<file path="src/rtl/cwd_pkg.sv">
/*
 Constants for the configuration word decoder: register offsets,
 field positions, codes and the erased values of both words.
 Assumes a single 25 MHz clock domain and an AHB-Lite register bus.
*/
package cwd_pkg;
	// Register byte offsets
	localparam logic [7:0] CWD_OFS_CFG0 = 8'h00;
	localparam logic [7:0] CWD_OFS_CFG1 = 8'h04;
	localparam logic [7:0] CWD_OFS_CTRL = 8'h08;
	localparam logic [7:0] CWD_OFS_STAT = 8'h0C;
	// Protection and debug word fields
	localparam int CWD_CP_BIT  = 28;
	localparam int CWD_BWP_BIT = 24;
	localparam int CWD_PWP_HI  = 18;
	localparam int CWD_PWP_LO  = 10;
	localparam int CWD_DPS_HI  = 4;
	localparam int CWD_DPS_LO  = 3;
	localparam int CWD_BSE_BIT = 2;
	localparam int CWD_DBG_HI  = 1;
	localparam int CWD_DBG_LO  = 0;
	// Watchdog and clock word fields
	localparam int CWD_WWS_HI  = 25;
	localparam int CWD_WWS_LO  = 24;
	localparam int CWD_WFE_BIT = 23;
	localparam int CWD_WWD_BIT = 22;
	localparam int CWD_WPS_HI  = 20;
	localparam int CWD_WPS_LO  = 16;
	localparam int CWD_CSM_HI  = 15;
	localparam int CWD_CSM_LO  = 14;
	localparam int CWD_PBD_HI  = 13;
	localparam int CWD_PBD_LO  = 12;
	localparam int CWD_POM_HI  = 9;
	localparam int CWD_POM_LO  = 8;
	localparam int CWD_OSC_HI  = 2;
	localparam int CWD_OSC_LO  = 0;
	// Program write protect arithmetic
	localparam int         CWD_ADDR_W   = 19;
	localparam logic [8:0] CWD_PWP_NONE = 9'h1FF;
	localparam logic [8:0] CWD_PWP_ALL  = 9'h000;
	localparam logic [9:0] CWD_PAGE_LOW = 10'h000;
	localparam logic [1:0] CWD_PWP_TOP1 = 2'h3;
	// Codes
	localparam logic [4:0]  CWD_WPS_MAX  = 5'h14;
	localparam logic [20:0] CWD_WPS_ONE  = 21'h000001;
	localparam logic [3:0]  CWD_PBD_ONE  = 4'h1;
	localparam logic [1:0]  CWD_DBG_OFF  = 2'h3;
	localparam logic [1:0]  CWD_POM_OFF  = 2'h3;
	localparam logic [1:0]  CWD_CSM_BOTH = 2'h0;
	// Window size in eighths of the period
	localparam logic [2:0] CWD_WIN_25  = 3'h2;
	localparam logic [2:0] CWD_WIN_375 = 3'h3;
	localparam logic [2:0] CWD_WIN_50  = 3'h4;
	localparam logic [2:0] CWD_WIN_75  = 3'h6;
	// Runtime control register bits
	localparam int CWD_CTRL_WDT = 0;
	localparam int CWD_CTRL_BSE = 3;
	// Status register bits
	localparam int CWD_STAT_LOADED = 0;
	localparam int CWD_STAT_CP     = 1;
	localparam int CWD_STAT_WDT    = 2;
	localparam int CWD_STAT_CONFL  = 3;
	// Erased storage values, bit 31 of word 0 reserved low
	localparam logic [31:0] CWD_CFG0_ERASED = 32'h7FFF_FFFF;
	localparam logic [31:0] CWD_CFG1_ERASED = 32'hFFFF_FFFF;
	localparam logic [31:0] CWD_ZERO        = 32'h0000_0000;
	// Reset clock sources
	typedef enum logic [2:0] {
		CWD_OSC_FRC      = 3'h0,
		CWD_OSC_FRC_PLL  = 3'h1,
		CWD_OSC_PRI      = 3'h2,
		CWD_OSC_PRI_PLL  = 3'h3,
		CWD_OSC_SEC      = 3'h4,
		CWD_OSC_LPRC     = 3'h5,
		CWD_OSC_FRC_D16  = 3'h6,
		CWD_OSC_FRC_DIV  = 3'h7
	} cwd_osc_t;
endpackage

</file>
<file path="src/rtl/cwd_config_word_decoder.sv">
/*
 Configuration word decoder: captures both nonvolatile configuration
 words after power-on reset and decodes protection, debug, watchdog
 and clock fields. An AHB-Lite slave exposes the words read-only plus
 a small runtime control and status pair.
 Decoded outputs other than boundary_scan_enable, watchdog_run and
 prog_write_blocked are levels taken from the captured copies, so
 they stand unchanged from the load edge until the next reset.
 Assumes nv_word0/nv_word1 are stable from power-on and that hready
 is the hreadyout of this sole slave. Storage is read only once: a
 programmer that changes the words must reset the block afterwards.
*/
// Local design decisions: the register addresses and the AHB-Lite register port.
// Summary of operation
// - Code protect low refuses external programmer access
// - Boot write protect low blocks boot writes
// - Program protect all ones none, zeros all
// - Protect below (511 minus field) times 0x400
// - Top two protect bits only on large flash
// - Debug pin pair chosen by two-bit field
// - Boundary-scan bit seeds runtime enable bit
// - Debugger enabled at 0x, forced off when protected
// - Window size 25, 37.5, 50, 75 percent
// - Forced watchdog runs, software cannot disable
// - Window disable bit selects non-window mode
// - Postscale ratio one to two power field
// - Postscale above 10100 behaves as 10100
// - Oscillator select field picks reset clock source
// - Primary mode field: off, HS, XT, external
// - Peripheral divisor 8, 4, 2 or 1
// - Clock switch and fail-safe monitor selection
module cwd_config_word_decoder
	import cwd_pkg::*;
#(
	// Variant options: flash size and bonded debugger pin pairs
	parameter bit LARGE_FLASH = 1'b0,
	parameter bit PAIR_FOUR   = 1'b1
) (
	input  wire logic                  hclk,
	input  wire logic                  hresetn,
	// AHB-Lite slave
	input  wire logic                  hsel,
	input  wire logic [31:0]           haddr,
	input  wire logic [1:0]            htrans,
	input  wire logic                  hwrite,
	input  wire logic [2:0]            hsize,
	input  wire logic [31:0]           hwdata,
	input  wire logic                  hready,
	output logic                       hreadyout,
	output logic                       hresp,
	output logic [31:0]                hrdata,
	// Nonvolatile configuration storage
	input  wire logic [31:0]           nv_word0,
	input  wire logic [31:0]           nv_word1,
	// Flash protection
	input  wire logic [CWD_ADDR_W-1:0] prog_write_addr,
	output logic                       config_loaded,
	output logic                       ext_prog_access_allow,
	output logic                       boot_write_allow,
	output logic                       prog_write_blocked,
	output logic [CWD_ADDR_W-1:0]      prog_protect_limit,
	output logic                       prog_protect_all,
	// Debug
	output logic                       debug_pin_pair_one,
	output logic                       debug_pin_pair_two,
	output logic                       debug_pin_pair_three,
	output logic                       debug_pin_pair_four,
	output logic                       boundary_scan_enable,
	output logic                       debugger_enable,
	// Watchdog
	output logic [2:0]                 watchdog_window_eighths,
	output logic                       watchdog_run,
	output logic                       watchdog_window_mode,
	output logic [4:0]                 watchdog_postscale_exp,
	output logic [20:0]                watchdog_postscale_ratio,
	// Clocking
	output logic [2:0]                 oscillator_select,
	output logic                       primary_osc_enable,
	output logic [1:0]                 primary_osc_mode,
	output logic [3:0]                 peripheral_bus_divisor,
	output logic                       clock_switch_enable,
	output logic                       fail_safe_monitor_enable,
	output logic                       osc_cfg_conflict
);

	// State held by the block; everything else is decode
	logic [31:0] cfg0_q;      // Captured protection/debug word
	logic [31:0] cfg1_q;      // Captured watchdog/clock word
	logic        loaded_q;    // Words captured since reset
	logic        bse_q;       // Runtime boundary-scan enable
	logic        wdt_sw_q;    // Software watchdog enable
	logic        wr_pend_q;   // Write data phase pending
	logic [7:0]  wr_ofs_q;    // Offset of pending write
	logic [31:0] rdata_q;     // Read data for the data phase

	// Address phase decode. Only the low byte of the address is
	// decoded, so the register set repeats through the slave's range;
	// the bus fabric is expected to narrow hsel to a small window.
	wire         acc_valid = hsel & htrans[1] & hready;
	wire [7:0]   acc_ofs   = haddr[7:0];
	wire         hit_cfg0  = acc_ofs == CWD_OFS_CFG0;
	wire         hit_cfg1  = acc_ofs == CWD_OFS_CFG1;
	wire         hit_ctrl  = acc_ofs == CWD_OFS_CTRL;
	wire         hit_stat  = acc_ofs == CWD_OFS_STAT;
	wire         rd_go     = acc_valid & ~hwrite;
	wire         wr_go     = acc_valid & hwrite;
	// Only the control offset accepts write data
	wire         ctrl_wr   = wr_pend_q & (wr_ofs_q == CWD_OFS_CTRL);

	// Field extraction from the captured copies, never from the
	// storage pins, so a disturbance on storage after load cannot
	// move a decode
	wire         cp_bit    = cfg0_q[CWD_CP_BIT];
	wire         bwp_bit   = cfg0_q[CWD_BWP_BIT];
	wire [8:0]   pwp_raw   = cfg0_q[CWD_PWP_HI:CWD_PWP_LO];
	wire [1:0]   dps       = cfg0_q[CWD_DPS_HI:CWD_DPS_LO];
	wire [1:0]   dbg_raw   = cfg0_q[CWD_DBG_HI:CWD_DBG_LO];
	wire [1:0]   wws       = cfg1_q[CWD_WWS_HI:CWD_WWS_LO];
	wire         wfe       = cfg1_q[CWD_WFE_BIT];
	wire         wwd       = cfg1_q[CWD_WWD_BIT];
	wire [4:0]   wps_raw   = cfg1_q[CWD_WPS_HI:CWD_WPS_LO];
	wire [1:0]   csm       = cfg1_q[CWD_CSM_HI:CWD_CSM_LO];
	wire [1:0]   pbd       = cfg1_q[CWD_PBD_HI:CWD_PBD_LO];
	wire [1:0]   pom       = cfg1_q[CWD_POM_HI:CWD_POM_LO];
	wire [2:0]   osc       = cfg1_q[CWD_OSC_HI:CWD_OSC_LO];

	// Protection is active while the bit is programmed low
	// An erased part therefore comes up unprotected
	wire         cp_active = ~cp_bit;

	// Smaller parts have no top two protect bits; they act erased,
	// so a small part can never be set to protect all of memory
	wire [1:0]   pwp_top   = LARGE_FLASH ? pwp_raw[8:7] : CWD_PWP_TOP1;
	wire [8:0]   pwp_eff   = {pwp_top, pwp_raw[6:0]};
	// Protected page count is the distance from all ones. Pages are
	// 0x400 bytes, so the limit is the count above ten zero bits and
	// no multiplier is needed
	wire [8:0]   pwp_pages = CWD_PWP_NONE - pwp_eff;
	wire [CWD_ADDR_W-1:0] pwp_limit = {pwp_pages, CWD_PAGE_LOW};
	wire         pwp_all   = pwp_eff == CWD_PWP_ALL;

	// Debug field is overridden to the off code under protection
	// The raw field still reads back through the word register
	wire [1:0]   dbg_eff   = cp_active ? CWD_DBG_OFF : dbg_raw;

	// Postscale saturates at the largest listed setting
	// Codes above it are legal in storage, so clamp rather than flag
	wire         wps_over  = wps_raw > CWD_WPS_MAX;
	wire [4:0]   wps_eff   = wps_over ? CWD_WPS_MAX : wps_raw;

	// Primary source chosen while the primary oscillator is off
	// Only flagged: the reset source is still taken as programmed
	wire         osc_pri   = (osc == CWD_OSC_PRI) | (osc == CWD_OSC_PRI_PLL);
	wire         pom_off   = pom == CWD_POM_OFF;

	// Control reads back the effective watchdog state, not the
	// software bit, so software sees a forced watchdog as running
	wire [31:0]  ctrl_view = {28'h0000000, bse_q, 2'h0, watchdog_run};
	// Status: clock conflict, watchdog running, protection, loaded
	wire [31:0]  stat_view = {28'h0000000,
		osc_cfg_conflict,
		watchdog_run,
		cp_active,
		loaded_q};
	// Read mux; unmapped offsets read as zero so that software can
	// probe for the register set without a bus error
	wire [31:0]  rd_mux    = hit_cfg0 ? cfg0_q :
		hit_cfg1 ? cfg1_q :
		hit_ctrl ? ctrl_view :
		hit_stat ? stat_view : CWD_ZERO;

	// Window size code to eighths of the timeout period
	// Eighths keep all four sizes exact in three bits
	always_comb begin
		case (wws)
			2'h3:    watchdog_window_eighths = CWD_WIN_25;
			2'h2:    watchdog_window_eighths = CWD_WIN_375;
			2'h1:    watchdog_window_eighths = CWD_WIN_50;
			default: watchdog_window_eighths = CWD_WIN_75;
		endcase
	end

	// Capture both words once, on the first edge after release.
	// Reset itself loads only the erased constants, never the ports.
	// Until then the outputs decode as an erased, unprotected part, except boundary_scan_enable, which reset holds low.
	always_ff @(posedge hclk or negedge hresetn) begin
		if (!hresetn) begin
			cfg0_q   <= CWD_CFG0_ERASED;
			cfg1_q   <= CWD_CFG1_ERASED;
			loaded_q <= 1'b0;
		end else if (!loaded_q) begin
			cfg0_q   <= nv_word0;
			cfg1_q   <= nv_word1;
			loaded_q <= 1'b1;
		end
	end

	// Runtime boundary-scan bit: seeded at load, software may change it
	// Load wins over a write: none can be pending on the load edge
	always_ff @(posedge hclk or negedge hresetn) begin
		if (!hresetn) begin
			bse_q <= 1'b0;
		end else if (!loaded_q) begin
			bse_q <= nv_word0[CWD_BSE_BIT];
		end else if (ctrl_wr) begin
			bse_q <= hwdata[CWD_CTRL_BSE];
		end
	end

	// Software watchdog enable; clearing it cannot stop a forced dog
	// The forced bit lives in the word, so no register can undo it
	always_ff @(posedge hclk or negedge hresetn) begin
		if (!hresetn) begin
			wdt_sw_q <= 1'b0;
		end else if (ctrl_wr) begin
			wdt_sw_q <= hwdata[CWD_CTRL_WDT];
		end
	end

	// Remember a write address phase for its data phase
	// Writes land at the end of the data phase, while hwdata stands
	always_ff @(posedge hclk or negedge hresetn) begin
		if (!hresetn) begin
			wr_pend_q <= 1'b0;
			wr_ofs_q  <= CWD_OFS_CFG0;
		end else if (hready) begin
			wr_pend_q <= wr_go;
			wr_ofs_q  <= acc_ofs;
		end
	end

	// Read data registered at the address phase, zero-wait answer.
	// Config words ignore writes: only the programmer alters them.
	// A write never disturbs hrdata, which holds the last read.
	always_ff @(posedge hclk or negedge hresetn) begin
		if (!hresetn) begin
			rdata_q <= CWD_ZERO;
		end else if (rd_go) begin
			rdata_q <= rd_mux;
		end
	end

	// Bus answer: never stalls, always OKAY
	// Registering the read mux in the address phase costs no wait
	// state and keeps hrdata free of decode glitches
	assign hreadyout = 1'b1;
	assign hresp     = 1'b0;
	assign hrdata    = rdata_q;

	// Flash protection outputs
	// Both access bits are active high: a programmed zero protects
	assign config_loaded         = loaded_q;
	assign ext_prog_access_allow = cp_bit;
	assign boot_write_allow      = bwp_bit;
	assign prog_protect_limit    = pwp_limit;
	assign prog_protect_all      = pwp_all;
	// All ones gives a zero limit, so nothing is blocked,
	// and all zeros blocks every address whatever the limit says
	assign prog_write_blocked    = pwp_all |
		(prog_write_addr < pwp_limit);

	// Debug pin pair n answers to code 4 - n, so pair one takes 11.
	// Exactly one pair is selected for any code, none for code 00 while PAIR_FOUR is clear.
	localparam int PAIRS = 4;  // Debugger pin pairs
	wire [PAIRS-1:0] pair_hit; // Bit n selects pair n + 1
	for (genvar g = 0; g < PAIRS; g++) begin : g_pair
		assign pair_hit[g] = dps == 2'(PAIRS - 1 - g);
	end
	// Pair four stays dark where the part does not bond it out
	assign debug_pin_pair_one    = pair_hit[0];
	assign debug_pin_pair_two    = pair_hit[1];
	assign debug_pin_pair_three  = pair_hit[2];
	assign debug_pin_pair_four   = PAIR_FOUR & pair_hit[3];
	assign boundary_scan_enable  = bse_q;
	// Only the 0x codes enable; 10 is treated as off,
	// which is the safe reading of a code the field does not list
	assign debugger_enable       = ~dbg_eff[1];

	// Watchdog outputs
	// The ratio is handed on as a count to spare the timer a decoder
	assign watchdog_run             = wfe | wdt_sw_q;
	assign watchdog_window_mode     = ~wwd;
	assign watchdog_postscale_exp   = wps_eff;
	assign watchdog_postscale_ratio = CWD_WPS_ONE << wps_eff;

	// Clocking outputs
	// Clock fields only take effect at reset; no live switching here
	assign oscillator_select        = osc;
	assign primary_osc_enable       = ~pom_off;
	assign primary_osc_mode         = pom;
	assign peripheral_bus_divisor   = CWD_PBD_ONE << pbd;
	assign clock_switch_enable      = ~csm[1];
	assign fail_safe_monitor_enable = csm == CWD_CSM_BOTH;
	// Flags a configuration the programmer should have avoided
	// The block still starts as programmed; software may report it
	assign osc_cfg_conflict         = osc_pri & pom_off;

	// Bus inputs the block does not decode, gathered in one sink so
	// that every input but htrans[0] is read; hsize is ignored, word access assumed
	wire unused_ok = &{1'b0, hsize, haddr[31:8], hwdata[31:4], hwdata[2:1]};

endmodule

</file>
<file path="config.mk">
export PLATFORM = sky130hd
export DESIGN_NAME = cwd_config_word_decoder
export DESIGN_NICKNAME = d
export VERILOG_FILES = /design/src/rtl/cwd_pkg.sv /design/src/rtl/cwd_config_word_decoder.sv
export SDC_FILE = /design/constraint.sdc
export NUM_CORES = 1
export LEC_CHECK = 0
export BUFFER_PORTS_ARGS = -buffer_cell sky130_fd_sc_hd__buf_4
export CAP_MARGIN = 5
export CELL_PAD_IN_SITES_DETAIL_PLACEMENT = 1
export CELL_PAD_IN_SITES_GLOBAL_PLACEMENT = 1
export CORE_ASPECT_RATIO = 0.8
export CORE_MARGIN = 2
export CORE_UTILIZATION = 34
export DETAILED_ROUTE_END_ITERATION = 8
export GPL_TIMING_DRIVEN = 1
export PLACE_DENSITY_LB_ADDON = 0.1
export SLEW_MARGIN = 20
export SYNTH_ARGS = -nofsm -noshare
export SYNTH_HDL_FRONTEND = slang
export SYNTH_SLANG_ARGS = --single-unit
</file>
<file path="constraint.sdc">
create_clock -name hclk -period 1.7 [get_ports hclk]
set_clock_uncertainty 0.2 [all_clocks]
set_input_delay 0 -clock hclk [delete_from_list [all_inputs] [get_ports hclk]]
set_output_delay 0 -clock hclk [all_outputs]
set_load 0.02 [all_outputs]
</file>
After elaboration in Yosys (flattened, before gate mapping). Index checks and enable logic that the tools add are counted.

Register bits after elaboration: 108. Bits in latches: 0. RAM bits: 0. Bits in read-only memories: 0. Bits of input ports: 157. Memories kept: 0.

Add/subtract/negate cells: 1. Multiply operators: 0. Div/mod/pow operators: 0. Order comparisons: 2. Equal/unequal tests: 14. Shift-type cells: 2. Multiplexer cells: 9. Bitwise gates (word level): 15. Reductions and logical operators: 4.

Operators with widths (number): $mux 32 (2); $eq 8x4->1 const B (3); $shl 1x5->21 const A (1); $lt 19x19->1 (1); $eq 2x2->1 const B (5); $logic_not 9->1 (1); $pmux 3 s3 (1); $sub 1x8->9 const A (1); $eq 8x3->1 const B (1); $logic_not 8->1 (1); $mux 4 (2); $and 1x1->1 (6); $eq 3x2->1 const B (2); $not 1->1 (6); $gt 5x5->1 const B (1); $mux 5 (1); $eq 2x1->1 const B (2); $logic_not 2->1 (2); $shl 1x2->4 const A (1); $or 1x1->1 (3); $mux 1 (2); $mux 2 (1); $ne 2x1->1 const B (1).

Logic depth before layout (Yosys ltp).
Depth in word-level cells: 7. Depth in mapped cells: 5.

Least setup slack after synthesis. Ideal clock, no wire load.

Kind: register to output. Start: reg cfg1_q[19]. End: out watchdog_postscale_ratio[12]. Data arrival time: 1.614 ns. Slack: -0.114 ns. Cell stages (with the launch flop): 4. Cell sequence: dfstp_2 > nor2b_1 > nand2_1 > nor3_1.

Cells in the longest elaborated chain, start to end: 3.

RTL lines: start: declaration (RTL line cwd_config_word_decoder.sv:88) `logic [31:0] cfg1_q;`; start signal: assignment (RTL line cwd_config_word_decoder.sv:193) `cfg1_q <= nv_word1;`; $gt 5x5->1 (RTL line cwd_config_word_decoder.sv:148) `wire wps_over = wps_raw > CWD_WPS_MAX;`; $mux 5 * (RTL line cwd_config_word_decoder.sv:149) `wire [4:0] wps_eff = wps_over ? CWD_WPS_MAX : wps_raw;`; via watchdog_postscale_exp[3] (RTL line cwd_config_word_decoder.sv:74) `output logic [4:0] watchdog_postscale_exp,`; $shl 1x5->21 * (RTL line cwd_config_word_decoder.sv:284) `assign watchdog_postscale_ratio = CWD_WPS_ONE << wps_eff;`; end: declaration (RTL line cwd_config_word_decoder.sv:75) `output logic [20:0] watchdog_postscale_ratio,`.

The timed path passes the listed nets; every way through them passes the cells marked *.

Worst setup path after layout.
Start: reg cfg0_q[16]. End: out prog_write_blocked.

Cells in the longest elaborated chain, start to end: 3. Elaborated cells on any way between the ends: 4.

RTL lines: start: declaration (RTL line cwd_config_word_decoder.sv:87) `logic [31:0] cfg0_q;`; start signal: assignment (RTL line cwd_config_word_decoder.sv:192) `cfg0_q <= nv_word0;`; $sub 1x8->9 (RTL line cwd_config_word_decoder.sv:138) `wire [8:0] pwp_pages = CWD_PWP_NONE - pwp_eff;`; $lt 19x19->1 (RTL line cwd_config_word_decoder.sv:260) `(prog_write_addr < pwp_limit);`; $or 1x1->1 * (RTL line cwd_config_word_decoder.sv:259) `assign prog_write_blocked = pwp_all |`; end: declaration (RTL line cwd_config_word_decoder.sv:60) `output logic prog_write_blocked,`.

Mark *: on every way between the ends. The rest lies on a longest branch, timed or not.

==> results.md <==
- Psw: around 1.8 mW
- Area growth syn-to-layout: 64.5%
- Avg Inst Size Synth: ~13 um2
- Wire length on met3: around 770 um
- Tot Pwr: about 6.6 mW
- Chip Height: ~110 um
- Post-DRT Antenna Nets: 0
- Max clock buf depth: 2
- Initial Util: approximately a third
- Vias/cell: roughly 4.8
- Hold Fails Final Rpt: 0
- PwrDens: approximately 800 nW/um2
- Largest net degree at the start of global routing: between 40 and 50
- Fill cells: 1482
- TritonRoute pass-1 iters: 4
- Clock share of power: 32.4%
- Worst-margin pin slew: about 810 ps
- Routed WL: approximately 17000 um
- Worst Hold Class: in -> reg
- Most common cell after layout, fill and taps aside: buf_4
- Hold Crit Depth: 4
- Hold endpoint: hrdata[3]
- RSZ-0062 raised after global routing: true
- Slew Viols, Final: 0
- Violated checks: negative setup slack
- Post-synthesis cell count: 390
- Sequential area share after synthesis: a little under three fifths
- H-tree levels: 3
- Utilization after layout: between 50% and 60%
- Static Leakage: about 3.8 nW
- # rows: 39
- Synth cell types: 39
- Post-route cell area: roughly 8200 um2
- Worst skew pair latency: approximately 350 ps
- Slew margin rel.: between 40 and 50%
- Residual DRC count: 0
- CTS tree: yes
- Initial antenna violation count: 1
- DP Area: 6590 um2
- Fmax: between 0.4 and 0.5 GHz
- Period minus WS final: about 2000 ps
- Die area: 15700 um2
- YS warnings: 0
- IO Count: between 200 and 300
- Reg-to-Reg Start: cfg1_q[2]
- Reg-to-Reg End: hrdata[3]
- Critical Path RT: 1500 ps
- Wl on met1: roughly 7000 um
- Post-DP HPWL: roughly 10000 um
- Maximum vdd drop: about 0.50 mV
- DR top layer: met4
- Sw Share: between 20% and 30%
- Arrival @ worst endpoint: 1830 ps
- Crit path max fanout: 2
- Root buf cell: clkbuf_16
- Via count: approximately 4100
- CORE AREA: roughly 14000 um2
- Critical Path Sink Type: output port
- Crit Path Class: reg -> out
- Max-Cap Viols: 0
- First-pass GRT wire length: 24900 um
- Vias in the first global route: approximately 4400
- Final RePlAce weighted congestion: a little over 0.8
- Synthesized flop and latch total: around 110
- Synth Cell Area: 5010 um2
- Grt ovf: 0
- Ratio of cells with drive above 1 in the final layout: 61.4%
- Hold slack: between 100 and 150 ps
- Routed WL per cell: ~19 um
- Met2 WL: approximately 8400 um
- 1st-iter DRT viols: about 120
- Startpoint types: register
- Int Pwr: just under 5 mW
- Commonest cells after routing, fill and taps aside: buf_4 (189), dlygate4sd3_1 (83), mux2_2 (74), dfstp_2 (62), dfrtp_1 (44)
- Sequential Power Share: a little under half
- Crit. Startpoint: cfg0_q[16]
- Die Wd: between 100 and 150 um
- R2r setup slk: approximately 10 ps
- CTS Buf Count: 9
- Comb pwr share: 21.9%
- Status: finished, violations left
- Setup violators final: 14
- Final period util: 120%
- GRT Total Usage: between 20 and 25%
- Reg2Reg Depth: 4
- Final nets: 839
- Post-route setup slack: -333 ps
- Hold Startpoint: hsel
- Reg clk slew, reported paths: 70 ps
- CTS sink count: 108
- Setup TNS: -1140 ps
- PortBufs: between 150 and 200
## repair_timing
| action | 4_1_cts | 5_1_grt |
|---|---|---|
| gates cloned | 0 | 1 |
| endpoints found under the hold margin | 137 | 2 |
| hold buffers | 87 | 3 |
| pin swaps | 8 | 22 |
| resized for setup | 22 | 70 |
| buffers inserted | 5 | 13 |
| endpoints found under the setup margin | 13 | 69 |
## cell type report
| class | count | area (um2) | area share [%] |
|---|---|---|---|
| sequential | 108 | 2790 | 33.8 |
| timing repair buffer | 302 | 2610 | 31.6 |
| multi-input combinational | 241 | 2260 | 27.4 |
| clock buffer | 11 | 243 | 2.94 |
| tap | 184 | 230 | 2.79 |
| clock inverter | 5 | 60.1 | 0.728 |
| inverter | 14 | 52.6 | 0.637 |
| antenna | 1 | 2.50 | 0.0303 |
## Yosys cell counts
cell type	instances	area, um2
mux2_2	74	833
dfstp_2	63	1660
dfrtp_1	45	1130
a221o_1	28	280
and2_0	28	175
nor2_1	25	93.8
buf_4	22	165
inv_1	14	52.6
nand2_1	14	52.6
clkbuf_1	8	30.0
buf_2	6	30.0
ha_1	6	75.1
nor2b_1	6	37.5
nor3_1	6	30.0
o21ai_0	6	30.0
a21oi_1	4	20.0
and2_1	4	25.0
buf_1	3	11.3
nand2b_1	3	18.8
a22oi_1	2	15.0
buf_6	2	22.5
conb_1	2	7.51
mux2i_1	2	20.0
mux4_2	2	45.0
a2111o_1	1	11.3
a211o_1	1	8.76
a31oi_1	1	6.26
and3_1	1	6.26
and4b_1	1	10.0
nand3_1	1	5.00
nand4_1	1	6.26
nand4b_1	1	8.76
nand4b_4	1	23.8
nor4_4	1	21.3
nor4b_1	1	8.76
nor4b_4	1	23.8
o211ai_1	1	7.51
or2_2	1	6.26
or3_1	1	6.26
## layer usage
layer | global-route usage (%) | vias up
met5 | 0 | -
met4 | 4.93 | 0
met3 | 5.16 | 23
met2 | 34.6 | 123
met1 | 25.4 | 2068
li1 | - | 1903
## how the worst max path moves through the flow
stage	end	slack [ps]	depth (start not counted)
after floorplan	hrdata[3]	7	4
after global placement	prog_write_blocked	-10	6
after detailed placement	prog_write_blocked	-40	6
after CTS	prog_write_blocked	-390	6
after global routing	prog_write_blocked	-430	6
final	prog_write_blocked	-330	4
## stage by stage
step | setup WS (ps) | std cells
finish | -333 | 866
global route | -432 | 866
CTS | -391 | 854
detailed placement | -44.8 | 746
global placement | -11.0 | 746
floorplan | 6.80 | 404
## power by group through the flow
stage               registers [mW]  logic [mW]  clock network, mW
finish                        3.04        1.45               2.15
global route                  3.07        1.55               2.32
CTS                           3.04        1.31               2.23
detailed placement            3.07        1.08                  0
global placement              3.06        1.05                  0
floorplan                     3.02       0.608                  0
## flip-flops by register name, indices dropped and copies added (netlist names)
signal	cells
wr_pend_q	1
boundary_scan_enable	1
wr_ofs_q	8
hrdata	32
wdt_sw_q	1
cfg1_q	32
cfg0_q	32
config_loaded	1
## cell families after synthesis
group / count (synthesis) / share of synthesized area (%)
other: 2 / 0.150
AOI/OAI and AO/OA: 44 / 7.56
muxes: 78 / 17.9
DFF: 108 / 55.5
buffers and inverters: 55 / 6.22
adders and majority gates: 6 / 1.50
and+or+nand+nor: 97 / 11.2
## critical path, stage by stage (launching register included)
cell and delay (ps):
dfstp_2 540, ha_1 240, a2111o_1 390, a31oi_2 150
buf_4 160
Note: power is estimated with default switching activity, not from simulation.
